==> config.mk <==
export PLATFORM = sky130hd
export DESIGN_NAME = ladder_boolean_stack_evaluator
export DESIGN_NICKNAME = d
export VERILOG_FILES = /design/src/hdl/ladder_pkg.sv /design/src/hdl/ladder_boolean_stack_evaluator.sv
export SDC_FILE = /design/constraint.sdc
export NUM_CORES = 1
export LEC_CHECK = 0
export BUFFER_PORTS_ARGS = -buffer_cell sky130_fd_sc_hd__buf_2
export CAP_MARGIN = 10
export CORE_MARGIN = 2
export CORE_UTILIZATION = 54
export DETAILED_ROUTE_END_ITERATION = 10
export HOLD_SLACK_MARGIN = 0.05
export PLACE_DENSITY = 0.8
export SLEW_MARGIN = 20
export SYNTH_ARGS = -nofsm -noshare
export SYNTH_HDL_FRONTEND = slang
export SYNTH_SLANG_ARGS = --single-unit
==> constraint.sdc <==
create_clock -name i_clk -period 4.1 [get_ports i_clk]
set_input_delay 0.205 -clock i_clk [delete_from_list [all_inputs] [get_ports i_clk]]
set_output_delay 0.205 -clock i_clk [all_outputs]
set_load 0.005 [all_outputs]
==> src/hdl/ladder_pkg.sv <==
// shared types and constants of the ladder boolean stack evaluator
package ladder_pkg;
   // ----------------------------------------------------------------
   // sizes and image layout
   // ----------------------------------------------------------------
   localparam int          STACK_LEVELS = 8;          // boolean stack depth
   localparam logic [3:0]  DEPTH_FULL   = 4'h8;       // depth at which a push overflows
   localparam logic [3:0]  DEPTH_PAIR   = 4'h2;       // least depth for a merge
   localparam logic [5:0]  OUT_BASE     = 6'h10;      // first output image bit
   localparam logic [15:0] PINS_RESET   = 16'h0000;   // physical outputs after reset
   // ----------------------------------------------------------------
   // timing of one immediate i/o access
   // ----------------------------------------------------------------
   localparam int          IO_ACCESS_NS  = 20;        // physical point access time
   localparam int          CLK_PERIOD_NS = 4;         // 250 mhz core clock
   localparam int          IO_CYCLES_INT = (IO_ACCESS_NS + CLK_PERIOD_NS - 1) / CLK_PERIOD_NS;
   localparam logic [2:0]  IO_WAIT_LOAD  = 3'(IO_CYCLES_INT - 1);
   // ----------------------------------------------------------------
   // instruction set
   // ----------------------------------------------------------------
   typedef enum logic [4:0] {
      OP_NOP        = 5'h00, OP_LOAD       = 5'h01, OP_LOAD_INV   = 5'h02,
      OP_AND        = 5'h03, OP_AND_INV    = 5'h04, OP_OR         = 5'h05,
      OP_OR_INV     = 5'h06, OP_PAR_MERGE  = 5'h07, OP_SER_MERGE  = 5'h08,
      OP_OUT        = 5'h09, OP_LOAD_IMM   = 5'h0a, OP_LOAD_INV_IMM = 5'h0b,
      OP_AND_IMM    = 5'h0c, OP_OR_IMM     = 5'h0d, OP_OUT_IMM    = 5'h0e,
      OP_CMP_LOAD   = 5'h0f, OP_CMP_AND    = 5'h10, OP_CMP_OR     = 5'h11,
      OP_END        = 5'h12
   } op_type;
   typedef enum logic [1:0] {
      CMP_EQ = 2'h0, CMP_NE = 2'h1, CMP_GE = 2'h2, CMP_LT = 2'h3
   } cmp_type;
   typedef enum logic [1:0] {
      PH_IDLE = 2'h0, PH_INPUT = 2'h1, PH_EXEC = 2'h2, PH_OUTPUT = 2'h3
   } phase_type;
   typedef enum logic [1:0] {
      ST_RUN  = 2'b01, ST_WAIT = 2'b10
   } fsm_type;
   // one instruction from the sequencer
   typedef struct packed {
      logic        valid;   // instruction offered this cycle
      logic        isr;     // belongs to a routine past the end mark
      op_type      op;      // operation
      cmp_type     cond;    // comparison kind
      logic [5:0]  addr;    // image bit or physical point
      logic [15:0] val_a;   // first 4-digit bcd value
      logic [15:0] val_b;   // second 4-digit bcd value
   } instr_type;
   // error flags reported to the sequencer
   typedef struct packed {
      logic overflow;       // push beyond eight levels
      logic underflow;      // merge with fewer than two levels
   } err_type;
endpackage

==> src/hdl/ladder_boolean_stack_evaluator.sv <==
// boolean stack evaluator for relay-ladder instruction streams
`timescale 1ns/1ps
`default_nettype none
// What this block does
// - instructions after end ignored except routines
// - load pushes image bit unchanged
// - inverted load pushes complemented image bit
// - series join ands contact into top
// - parallel join ors contact into top
// - and after coil continues same rung
// - parallel merge ors two branch results
// - series merge ands two branch results
// - boolean stack holds exactly eight levels
// - load pushes, older levels move down
// - merges fold two adjacent levels into one
// - push beyond eight levels raises error
// - compare two 4-digit values, four relations
// - immediate forms access physical points directly
// - ordinary i/o only in update phases
// - immediate access stalls execution until done
// - immediate read leaves input image untouched
// - later ordinary reads use image, immediates re-read
// - immediate output writes pin and image
// - coil copies top into image bit
module ladder_boolean_stack_evaluator (
   input  wire logic                 i_clk,
   input  wire logic                 i_rst_b,
   input  wire ladder_pkg::instr_type i_instr,
   input  wire ladder_pkg::phase_type i_phase,
   input  wire logic [15:0]          i_pins,
   output logic                      o_ready,
   output logic                      o_top,
   output logic [3:0]                o_depth,
   output logic                      o_at_end,
   output ladder_pkg::err_type       o_err,
   output logic [15:0]               o_pins
);
   // ----------------------------------------------------------------
   // state
   // ----------------------------------------------------------------
   typedef struct packed {
      ladder_pkg::fsm_type   fsm;     // running or waiting on i/o
      logic [2:0]            cnt;     // i/o wait countdown
      ladder_pkg::instr_type pend;    // immediate instruction in flight
      logic [7:0]            stk;     // bit 0 is the top level
      logic [3:0]            depth;   // levels in use, 0..8
      logic                  coil;    // a coil ended the last rung
      logic                  at_end;  // end mark passed this scan
      ladder_pkg::err_type   err;     // sticky errors
      logic                  ready;   // instruction may be offered
      logic [63:0]           img;     // inputs, outputs, relays
      logic [15:0]           pins_out;// physical outputs
      logic [15:0]           sync1;   // first pin stage
      logic [15:0]           sync2;   // second pin stage
   } state_type;

   state_type q;                      // registered state
   state_type d;                      // next state
   logic      rst_meta_b;             // reset release, first stage
   logic      rst_n;                  // reset release, second stage
   logic      take;                   // instruction taken this cycle
   logic      contact_img;            // image bit at offered address
   logic      cmp_hit;                // comparison outcome
   // ----------------------------------------------------------------
   // reset release
   // ----------------------------------------------------------------
   // asserted at once, released after two clean edges
   // every state flop uses this copy, so none leaves reset a cycle early
   always_ff @(posedge i_clk or negedge i_rst_b) begin
      if (!i_rst_b) begin
         rst_meta_b <= 1'b0;
         rst_n      <= 1'b0;
      end else begin
         rst_meta_b <= 1'b1;
         rst_n      <= rst_meta_b;
      end
   end
   // ----------------------------------------------------------------
   // helpers
   // ----------------------------------------------------------------
   // taken only while running, in the execute phase, before end mark or in a routine
   // an offer outside these conditions is dropped with no answer
   assign take = (q.fsm == ladder_pkg::ST_RUN) && i_instr.valid && q.ready &&
                 (i_phase == ladder_pkg::PH_EXEC) && (!q.at_end || i_instr.isr);
   assign contact_img = q.img[i_instr.addr];

   // immediate forms go to the physical point
   function automatic logic is_imm(input ladder_pkg::op_type op);
      is_imm = (op == ladder_pkg::OP_LOAD_IMM) || (op == ladder_pkg::OP_LOAD_INV_IMM) ||
               (op == ladder_pkg::OP_AND_IMM) || (op == ladder_pkg::OP_OR_IMM) ||
               (op == ladder_pkg::OP_OUT_IMM);
   endfunction

   // bcd digits order like binary, so a plain compare is exact
   always_comb begin
      case (i_instr.cond)
         ladder_pkg::CMP_EQ: cmp_hit = (i_instr.val_a == i_instr.val_b);
         ladder_pkg::CMP_NE: cmp_hit = (i_instr.val_a != i_instr.val_b);
         ladder_pkg::CMP_GE: cmp_hit = (i_instr.val_a >= i_instr.val_b);
         default:            cmp_hit = (i_instr.val_a <  i_instr.val_b);
      endcase
   end
   // ----------------------------------------------------------------
   // next state
   // ----------------------------------------------------------------
   always_comb begin
      ladder_pkg::instr_type cur;     // instruction executing now
      logic                  fire;    // execute cur this cycle
      logic                  val;     // contact value of cur
      logic                  push;    // cur starts a rung or branch
      d     = q;
      cur   = i_instr;
      fire  = 1'b0;
      val   = 1'b0;
      push  = 1'b0;
      // pins only reach logic after the second stage
      d.sync1 = i_pins;
      d.sync2 = q.sync1;
      // ordinary i/o moves only in its own scan phases
      if (i_phase == ladder_pkg::PH_INPUT) begin
         d.img[15:0] = q.sync2;
         d.at_end    = 1'b0;                          // new scan begins
      end
      if (i_phase == ladder_pkg::PH_OUTPUT) begin
         d.pins_out = q.img[31:16];
      end
      case (q.fsm)
         ladder_pkg::ST_RUN: begin
            if (take && is_imm(i_instr.op)) begin
               // hold execution while the point is accessed
               d.pend  = i_instr;
               d.cnt   = ladder_pkg::IO_WAIT_LOAD;
               d.fsm   = ladder_pkg::ST_WAIT;
               d.ready = 1'b0;
            end else begin
               fire = take;
            end
         end
         ladder_pkg::ST_WAIT: begin
            if (q.cnt == 3'h0) begin
               cur     = q.pend;
               fire    = 1'b1;
               d.fsm   = ladder_pkg::ST_RUN;
               d.ready = 1'b1;
            end else begin
               d.cnt = q.cnt - 3'h1;
            end
         end
         default: begin
            d.fsm   = ladder_pkg::ST_RUN;
            d.ready = 1'b1;
         end
      endcase
      // contact value source; an immediate read never writes the image
      if (is_imm(cur.op)) begin
         val = q.sync2[cur.addr[3:0]];
      end else if (cur.op == ladder_pkg::OP_CMP_LOAD || cur.op == ladder_pkg::OP_CMP_AND ||
                   cur.op == ladder_pkg::OP_CMP_OR) begin
         val = cmp_hit;
      end else begin
         val = q.img[cur.addr];
      end
      if (fire) begin
         case (cur.op)
            ladder_pkg::OP_LOAD, ladder_pkg::OP_LOAD_IMM, ladder_pkg::OP_CMP_LOAD: begin
               push = 1'b1;
            end
            ladder_pkg::OP_LOAD_INV, ladder_pkg::OP_LOAD_INV_IMM: begin
               val  = ~val;
               push = 1'b1;
            end
            ladder_pkg::OP_AND, ladder_pkg::OP_AND_IMM, ladder_pkg::OP_CMP_AND: begin
               d.stk[0] = q.stk[0] & val;
            end
            ladder_pkg::OP_AND_INV: begin
               d.stk[0] = q.stk[0] & ~val;
            end
            ladder_pkg::OP_OR, ladder_pkg::OP_OR_IMM, ladder_pkg::OP_CMP_OR: begin
               d.stk[0] = q.stk[0] | val;
            end
            ladder_pkg::OP_OR_INV: begin
               d.stk[0] = q.stk[0] | ~val;
            end
            ladder_pkg::OP_PAR_MERGE, ladder_pkg::OP_SER_MERGE: begin
               if (q.depth < ladder_pkg::DEPTH_PAIR) begin
                  d.err.underflow = 1'b1;
               end else begin
                  // fold the two top levels, lower ones move up
                  d.stk   = {1'b0, q.stk[7:1]};
                  d.stk[0] = (cur.op == ladder_pkg::OP_PAR_MERGE) ?
                             (q.stk[0] | q.stk[1]) :
                             (q.stk[0] & q.stk[1]);
                  d.depth = q.depth - 4'h1;
               end
            end
            ladder_pkg::OP_OUT: begin
               d.img[cur.addr] = q.stk[0];
               d.coil          = 1'b1;
            end
            ladder_pkg::OP_OUT_IMM: begin
               // the pin and its image bit change together
               d.pins_out[cur.addr[3:0]]                 = q.stk[0];
               d.img[ladder_pkg::OUT_BASE + {2'b00, cur.addr[3:0]}] = q.stk[0];
               d.coil                                    = 1'b1;
            end
            ladder_pkg::OP_END: begin
               d.at_end = 1'b1;
               d.depth  = 4'h0;
               d.coil   = 1'b0;
            end
            default: begin
            end
         endcase
         // the coil mark outlives contacts and merges; a load or the end clears it
         if (push) begin
            d.coil = 1'b0;
            if (q.coil) begin
               // a load after a coil opens a fresh rung
               d.depth  = 4'h1;
               d.stk[0] = val;
            end else begin
               // eight levels only; the bottom one is lost on overflow
               d.stk = {q.stk[6:0], val};
               if (q.depth == ladder_pkg::DEPTH_FULL) begin
                  d.err.overflow = 1'b1;
               end else begin
                  d.depth = q.depth + 4'h1;
               end
            end
         end
      end
   end
   // ----------------------------------------------------------------
   // state register
   // ----------------------------------------------------------------
   always_ff @(posedge i_clk or negedge rst_n) begin
      if (!rst_n) begin
         // fields not named below start at zero
         q          <= '0;
         q.fsm      <= ladder_pkg::ST_RUN;
         q.ready    <= 1'b1;
         q.pins_out <= ladder_pkg::PINS_RESET;
      end else begin
         q <= d;
      end
   end

   // every output is a field of the state register
   assign o_ready  = q.ready;
   assign o_top    = q.stk[0];
   assign o_depth  = q.depth;
   assign o_at_end = q.at_end;
   assign o_err    = q.err;
   assign o_pins   = q.pins_out;
endmodule
`default_nettype wire

==> flow_summary.yaml, run 1 <==
logic_synthesis:
  netlist_instances: 933
  synth_seq_cells: 146
  ys.flop_type: "dfrtp_1"
  yosysMostFrequentCell: "dfrtp_1"
  yosysSeqAreaShare_pct: 41.6
  syn-cell-area_um2: 8780
  synthTopCellsByArea: "dfrtp_1, mux2i_1, o21ai_0, mux4_2, nand2_1"
  synth_fp_nets: 1022
  synth_edf_count: 0
  yosysWarnings: 0
  ys_types: 72
  syn_avg_cell_area_um2: 9.41
  synthTopCellsByCount: "dfrtp_1, nand2_1, o21ai_0"
  synth_top_cell_area_share_pct: 41.3
  ys_async_sr_fraction_pct: 100
  synth_top_cell_by_area: "dfrtp_1"
timing:
  rsz0062_at_grt: "no"
  slew_viol_final: 0
  fin_crit_ns: 3.71
  worst_pin_slew_ns: 0.936
  hold_ws_ns: 0.0921
  finalCritPeriodShare_pct: 90.4
  fmax_mhz: 270
  clock_skew_ns: 0.00807
  hold_viol: 0
  slew_headroom_pct: 37.5
  finalSetupTns_ns: 0
  setup_violations: 0
setup_path:
  critPathKind: "reg -> reg"
  cp.arrival_ns: 4.00
  crit_path_max_fanout: 8
  startpoint_type: "register"
  required_ns: 4.39
  end_kind: "register"
placed_design:
  place_inst: 1184
  place_congestion: 0.975
  dpl-instance-area_um2: 9270
  port_buffers: 91
  dp_hpwl_mm: 16.1
route:
  wire_per_inst_um: 18.6
  ant_nets: 0
  wl_mm: 22.9
  dr.pass1.iters: 6
  avgViaCountPerCell: 6.10
  drtIter0Drc: 821
  dr_total_vias: 7525
  drc: 0
floorplanning:
  design.core.area_um2: 15900
  die_h_um: 131
  initial_core_util_pct: 55.2
  num_rows: 46
  fp.dieW_um: 131
  dieArea_um2: 17300
  ioPinCount: 92
cells_and_area:
  drive_above_1_share_pct: 18.8
  antenna-diode-count: 0
  fillers: 1345
  design_area_um2: 10000
  nets: 1094
  final_cells: 1234
  syn_to_final_growth_pct: 14.0
global_routing:
  grt.overflow.total: 0
  grt_usage_pct: 27.5
  grt_max_degree: 91
  grt_pass1_wl_mm: 38.1
  antenna_found_initial: 0
  grt_pass1_vias: 7174
clocking:
  clockRootBuffer: "clkbuf_16"
  cts_buffer_depth: 2
  cts_buffers: 17
  clk_latency_ns: 0.42
  postCtsSetupRepairBufs: 0
  h-tree-depth: 4
  cts_sinks: 146
  clk_pin_slew_worst_paths_ns: 0.07
  cts_tree: "yes"
  post_cts_resized: 0
pwr:
  p_switching_mw: 1.48
  combPwrFrac_pct: 24.3
  power_density_nw_per_um2: 439
  power.static_leakage_nw: 4.43
  p_seq_share_pct: 42.4
  ir_drop_uv: 367
  p_int_mw: 2.91
  power_mw: 4.40
  power.share.clock_pct: 33.4
  switching_share_pct: 33.7
worst_hold_path:
  min_path_type: "in -> async"
run_status:
  status: "completed"
flow_run:
  cap_violations: 0
layer usage:
metal | GRT usage (%) | part of all wire [%] | vias to the layer above
met5 | 0 | 0 | -
met3 | 6.40 | 8.0 | 40
li1 | - | - | 3524
met1 | 37.5 | 43 | 3621
met4 | 9.90 | 2.7 | 0
met2 | 43.2 | 46 | 340
path summary, 6_finish.rpt:
| kind | from | to | slack, ns | cells past startpoint |
|---|---|---|---|---|
| setup / recovery | o_ready$_DFFE_PN1P_ | o_top$_DFFE_PN0P_ | 0.39 | 13 |
| min in group i_clk | i_instr[37] | q[166]$_DFFE_PN0P_ | 0.10 | 2 |
| hold reg to reg | d[4]$_DFF_PN0_ | q[4]$_DFF_PN0_ | 0.34 | 0 |
| setup reg to reg | o_ready$_DFFE_PN1P_ | o_top$_DFFE_PN0P_ | 0.39 | 13 |
| hold / removal | i_rst_b | rst_n$_DFF_PN0_ | 0.09 | 2 |
| max in group asynchronous | rst_n$_DFF_PN0_ | q[81]$_DFFE_PN0P_ | 2.76 | 1 |
power groups by stage:
stage	Sequential, mW	Clock (mW)	Combinational (mW)
6_report	1.86	1.47	1.07
5_1_grt	1.89	1.56	1.18
4_1_cts	1.85	1.49	1.06
3_5_place_dp	1.88	0	1.04
3_3_place_gp	1.87	0	1.02
2_1_floorplan	1.76	0	0.839
worst max-delay path, cell delays in order (launching register included):
cell and delay (ns):
dfstp_2 0.55, inv_1 0.06, ha_1 0.29, and4b_1 0.34, a21oi_1 0.28, buf_4 0.23
mux4_2 0.50, mux2i_1 0.17, a211o_1 0.16, nand4_2 0.15, nand2b_4 0.19, and3b_1 0.20
o41ai_2 0.34, a22oi_1 0.10
area by class of cell:
| class | count | area (um^2) | share of cell area [%] |
|---|---|---|---|
| timing repair buffer | 130 | 806 | 8.05 |
| clock buffer | 20 | 447 | 4.46 |
| clock inverter | 12 | 111 | 1.11 |
| sequential | 146 | 3660 | 36.6 |
| multi-input combinational | 664 | 4540 | 45.4 |
| inverter | 46 | 173 | 1.73 |
| tap | 216 | 270 | 2.70 |
cells by family (layout without fill, tap and decap cells):
logic type / after synthesis / count (layout) / synth area share (%)
mux: 92 / 92 / 13.7
compound gates: 261 / 261 / 19.1
buf+inv: 123 / 208 / 6.70
fa+ha+maj: 23 / 23 / 3.25
simple gates: 285 / 285 / 15.4
flops: 146 / 146 / 41.6
xor+xnor: 2 / 2 / 0.200
other cells: 1 / 1 / 0.0427
cell usage in the layout (no fill, tap or decap), drive strengths merged, types with 3 or more instances in the layout:
master,synthesis,routed
o21a,3,3
and4b,4,4
dlygate4sd3,0,18
clkinv,1,9
nor4,6,6
o22ai,9,9
nor2,75,75
clkinvlp,0,3
nor3,18,18
o311ai,3,3
o31ai,51,51
dfrtp,145,145
ha,22,22
a31oi,4,4
nor3b,4,4
mux4,21,21
mux2i,56,56
or3,6,6
nand2,107,107
clkbuf,33,20
nand4,9,9
a211o,4,4
nand3b,6,6
buf,44,112
o21ai,105,105
nor2b,9,9
mux2,15,15
or2,4,4
nand2b,9,9
nand3,14,14
and3,5,5
a21oi,28,28
a211oi,12,12
a21o,7,7
a22oi,3,3
o211ai,6,6
a2111oi,5,5
inv,45,45
flip-flops by register name, summed over array words and instances, names as in the netlist:
register,flops
d,16
o_at_end,1
o_depth,4
o_err,2
o_pins,16
o_ready,1
o_top,1
q,103
rst_meta_b,1
rst_n,1
metrics by stage:
stage / util [%] / setup slack (ns)
2_1_floorplan: - / 0.869
3_3_place_gp: 58.3 / 0.567
3_5_place_dp: 58.3 / 0.425
4_1_cts: 63.0 / 0.413
5_1_grt: 63.0 / 0.225
6_report: 63.0 / 0.392
what timing repair did:
item                                    4_1_cts  5_1_grt
endpoints found under the setup margin        0        0
hold buffers                                 18        0
hold endpoints to repair                     19        0
No activity file was read; power rests on OpenSTA's default activity.
==> run 2: changes to the inputs <==
Settings changed: ABC_CLOCK_PERIOD_IN_PS from default to 4100, CTS_BUF_LIST from default to sky130_fd_sc_hd__clkbuf_16, PLACE_DENSITY 0.8 to 0.77.
==> run 2 against run 1 <==
  * Via count is 0.57% higher
  * Sequential cell count stayed put
  * Largest power group unchanged
  * First-iteration DRC count is 9.1% higher
==> flow_summary.yaml, run 2 (synthesized netlist as in run 1, its figures left out) <==
run_status:
  status: "completed"
floorplanning:
  ioPinCount: 92
  initial_core_util_pct: 55.2
  design.core.area_um2: 15900
  num_rows: 46
  fp.dieW_um: 131
  die_h_um: 131
  dieArea_um2: 17300
setup_path:
  startpoint_type: "register"
  required_ns: 4.38
  critPathKind: "reg -> reg"
  end_kind: "register"
  cp.arrival_ns: 4.15
  path_cells: "inv_1 -> ha_1 -> nand3b_1 -> buf_4 -> nor3_1 -> or3_1 -> or4_1 -> nand4_2 -> and4b_1 -> o31a_1 -> o41ai_2 -> a22oi_1"
  crit_path_max_fanout: 37
  slowest_stage: "dfstp_2"
  slowest_delay_ns: 0.56
timing:
  hold_viol: 0
  clock_skew_ns: 0.00713
  worst_pin_slew_ns: 0.955
  layout_setup_ws_ns: 0.222
  finalCritPeriodShare_pct: 94.6
  finalSetupTns_ns: 0
  fmax_mhz: 258
  slew_viol_final: 0
  hold_ws_ns: 0.0635
  fin_crit_ns: 3.88
  slew_headroom_pct: 36.2
  rsz0062_at_grt: "no"
  setup_violations: 0
route:
  drtIter0Drc: 896
  drc: 0
  dr.pass1.iters: 6
  wl_mm: 23.0
  dr_total_vias: 7568
  ant_nets: 0
  avgViaCountPerCell: 6.10
  wire_per_inst_um: 18.5
global_routing:
  grt_pass1_vias: 7234
  grt.overflow.total: 0
  grt_max_degree: 145
  grt_usage_pct: 27.2
  grt_pass1_wl_mm: 37.6
  antenna_found_initial: 0
cells_and_area:
  drive_above_1_share_pct: 19.4
  syn_to_final_growth_pct: 14.8
  largest_reg_flops: 103
  layout_common_cells: "dfrtp_1, nand2_1, o21ai_0, buf_2, nor2_1"
  final_common_cell: "dfrtp_1"
  fillers: 1324
  nets: 1100
  final_util_pct: 63.4
  antenna-diode-count: 0
  top_register: "q"
flow_run:
  cap_violations: 0
placed_design:
  place_congestion: 0.990
  dpl_worst_slack_ns: 0.343
  port_buffers: 91
  dp_hpwl_mm: 15.8
clocking:
  cts_buffers: 17
  clockRootBuffer: "clkbuf_16"
  post_cts_resized: 0
  cts_tree: "yes"
  cts_buffer_depth: 2
  postCtsSetupRepairBufs: 0
  clk_latency_ns: 0.43
  cts_hold_repair.buffers: 17
  cts_sinks: 146
  clk_pin_slew_worst_paths_ns: 0.07
  h-tree-depth: 4
pwr:
  power_density_nw_per_um2: 446
  ir_drop_uv: 303
  power.static_leakage_nw: 4.47
worst_hold_path:
  min_path_type: "in -> reg"
==> run 2: cell count changes in the layout (fill, tap and decap cells not counted), sizes merged <==
cell / delta
clkbuf: -3
clkinvlp: +1
dlygate4sd3: -1
buf: +7
inv: +4
bufinv: +1
clkinv: -3
==> run 2: critical path, delay by kind of cell (launching register included) <==
| kind | cells | cell delay, ns |
|---|---|---|
| and+or+nand+nor | 6 | 1.76 |
| AOI/OAI and AO/OA | 3 | 0.60 |
| DFF | 1 | 0.56 |
| buffers and inverters | 2 | 0.50 |
| adders and majority gates | 1 | 0.28 |
==> run 2: routing by layer <==
metal  global-route usage, %  up-vias  part of all wire [%]
met5                       0        -                     0
met4                    9.60        0                   2.1
met3                    7.56       45                   8.6
met2                    40.8      362                    45
met1                    38.1     3621                    44
li1                        -     3540                     -
==> run 2: layout make-up <==
type,instances,area (um^2),area share [%]
clock buffers,17,425,4.22
clock inverters,15,159,1.58
inverters,46,173,1.71
multi-input cells,664,4540,45.1
flip-flops and latches,146,3660,36.3
well taps,216,270,2.68
repair buffers,136,848,8.42
==> run 2: power by group <==
group / switching (mW) / internal, mW
logic: 0.651 / 0.468
clock network: 0.647 / 0.901
registers: 0.220 / 1.61
==> run 2: metrics by stage <==
| stage | total power, mW | instances | cell area (um^2) |
|---|---|---|---|
| 6_report | 4.50 | 1240 | 10100 |
| 3_5_place_dp | 2.94 | 1191 | 9320 |
| 5_1_grt | 4.71 | 1240 | 10100 |
| 4_1_cts | 4.50 | 1240 | 10100 |
| 3_3_place_gp | 2.92 | 1191 | 9320 |
| 2_1_floorplan | 2.60 | 933 | 8780 |
==> run 2: final timing paths <==
kind,depth (start not counted),slack [ns],end,startpoint
setup / recovery,12,0.22,o_top$_DFFE_PN0P_,o_ready$_DFFE_PN1P_
hold / removal,3,0.06,q[169]$_DFFE_PN0P_,i_instr[40]
setup reg to reg,12,0.22,o_top$_DFFE_PN0P_,o_ready$_DFFE_PN1P_
hold reg to reg,0,0.35,q[1]$_DFF_PN0_,d[1]$_DFF_PN0_
max in group asynchronous,1,3.06,q[177]$_DFFE_PN0P_,rst_n$_DFF_PN0_
min in group asynchronous,2,0.10,rst_n$_DFF_PN0_,i_rst_b
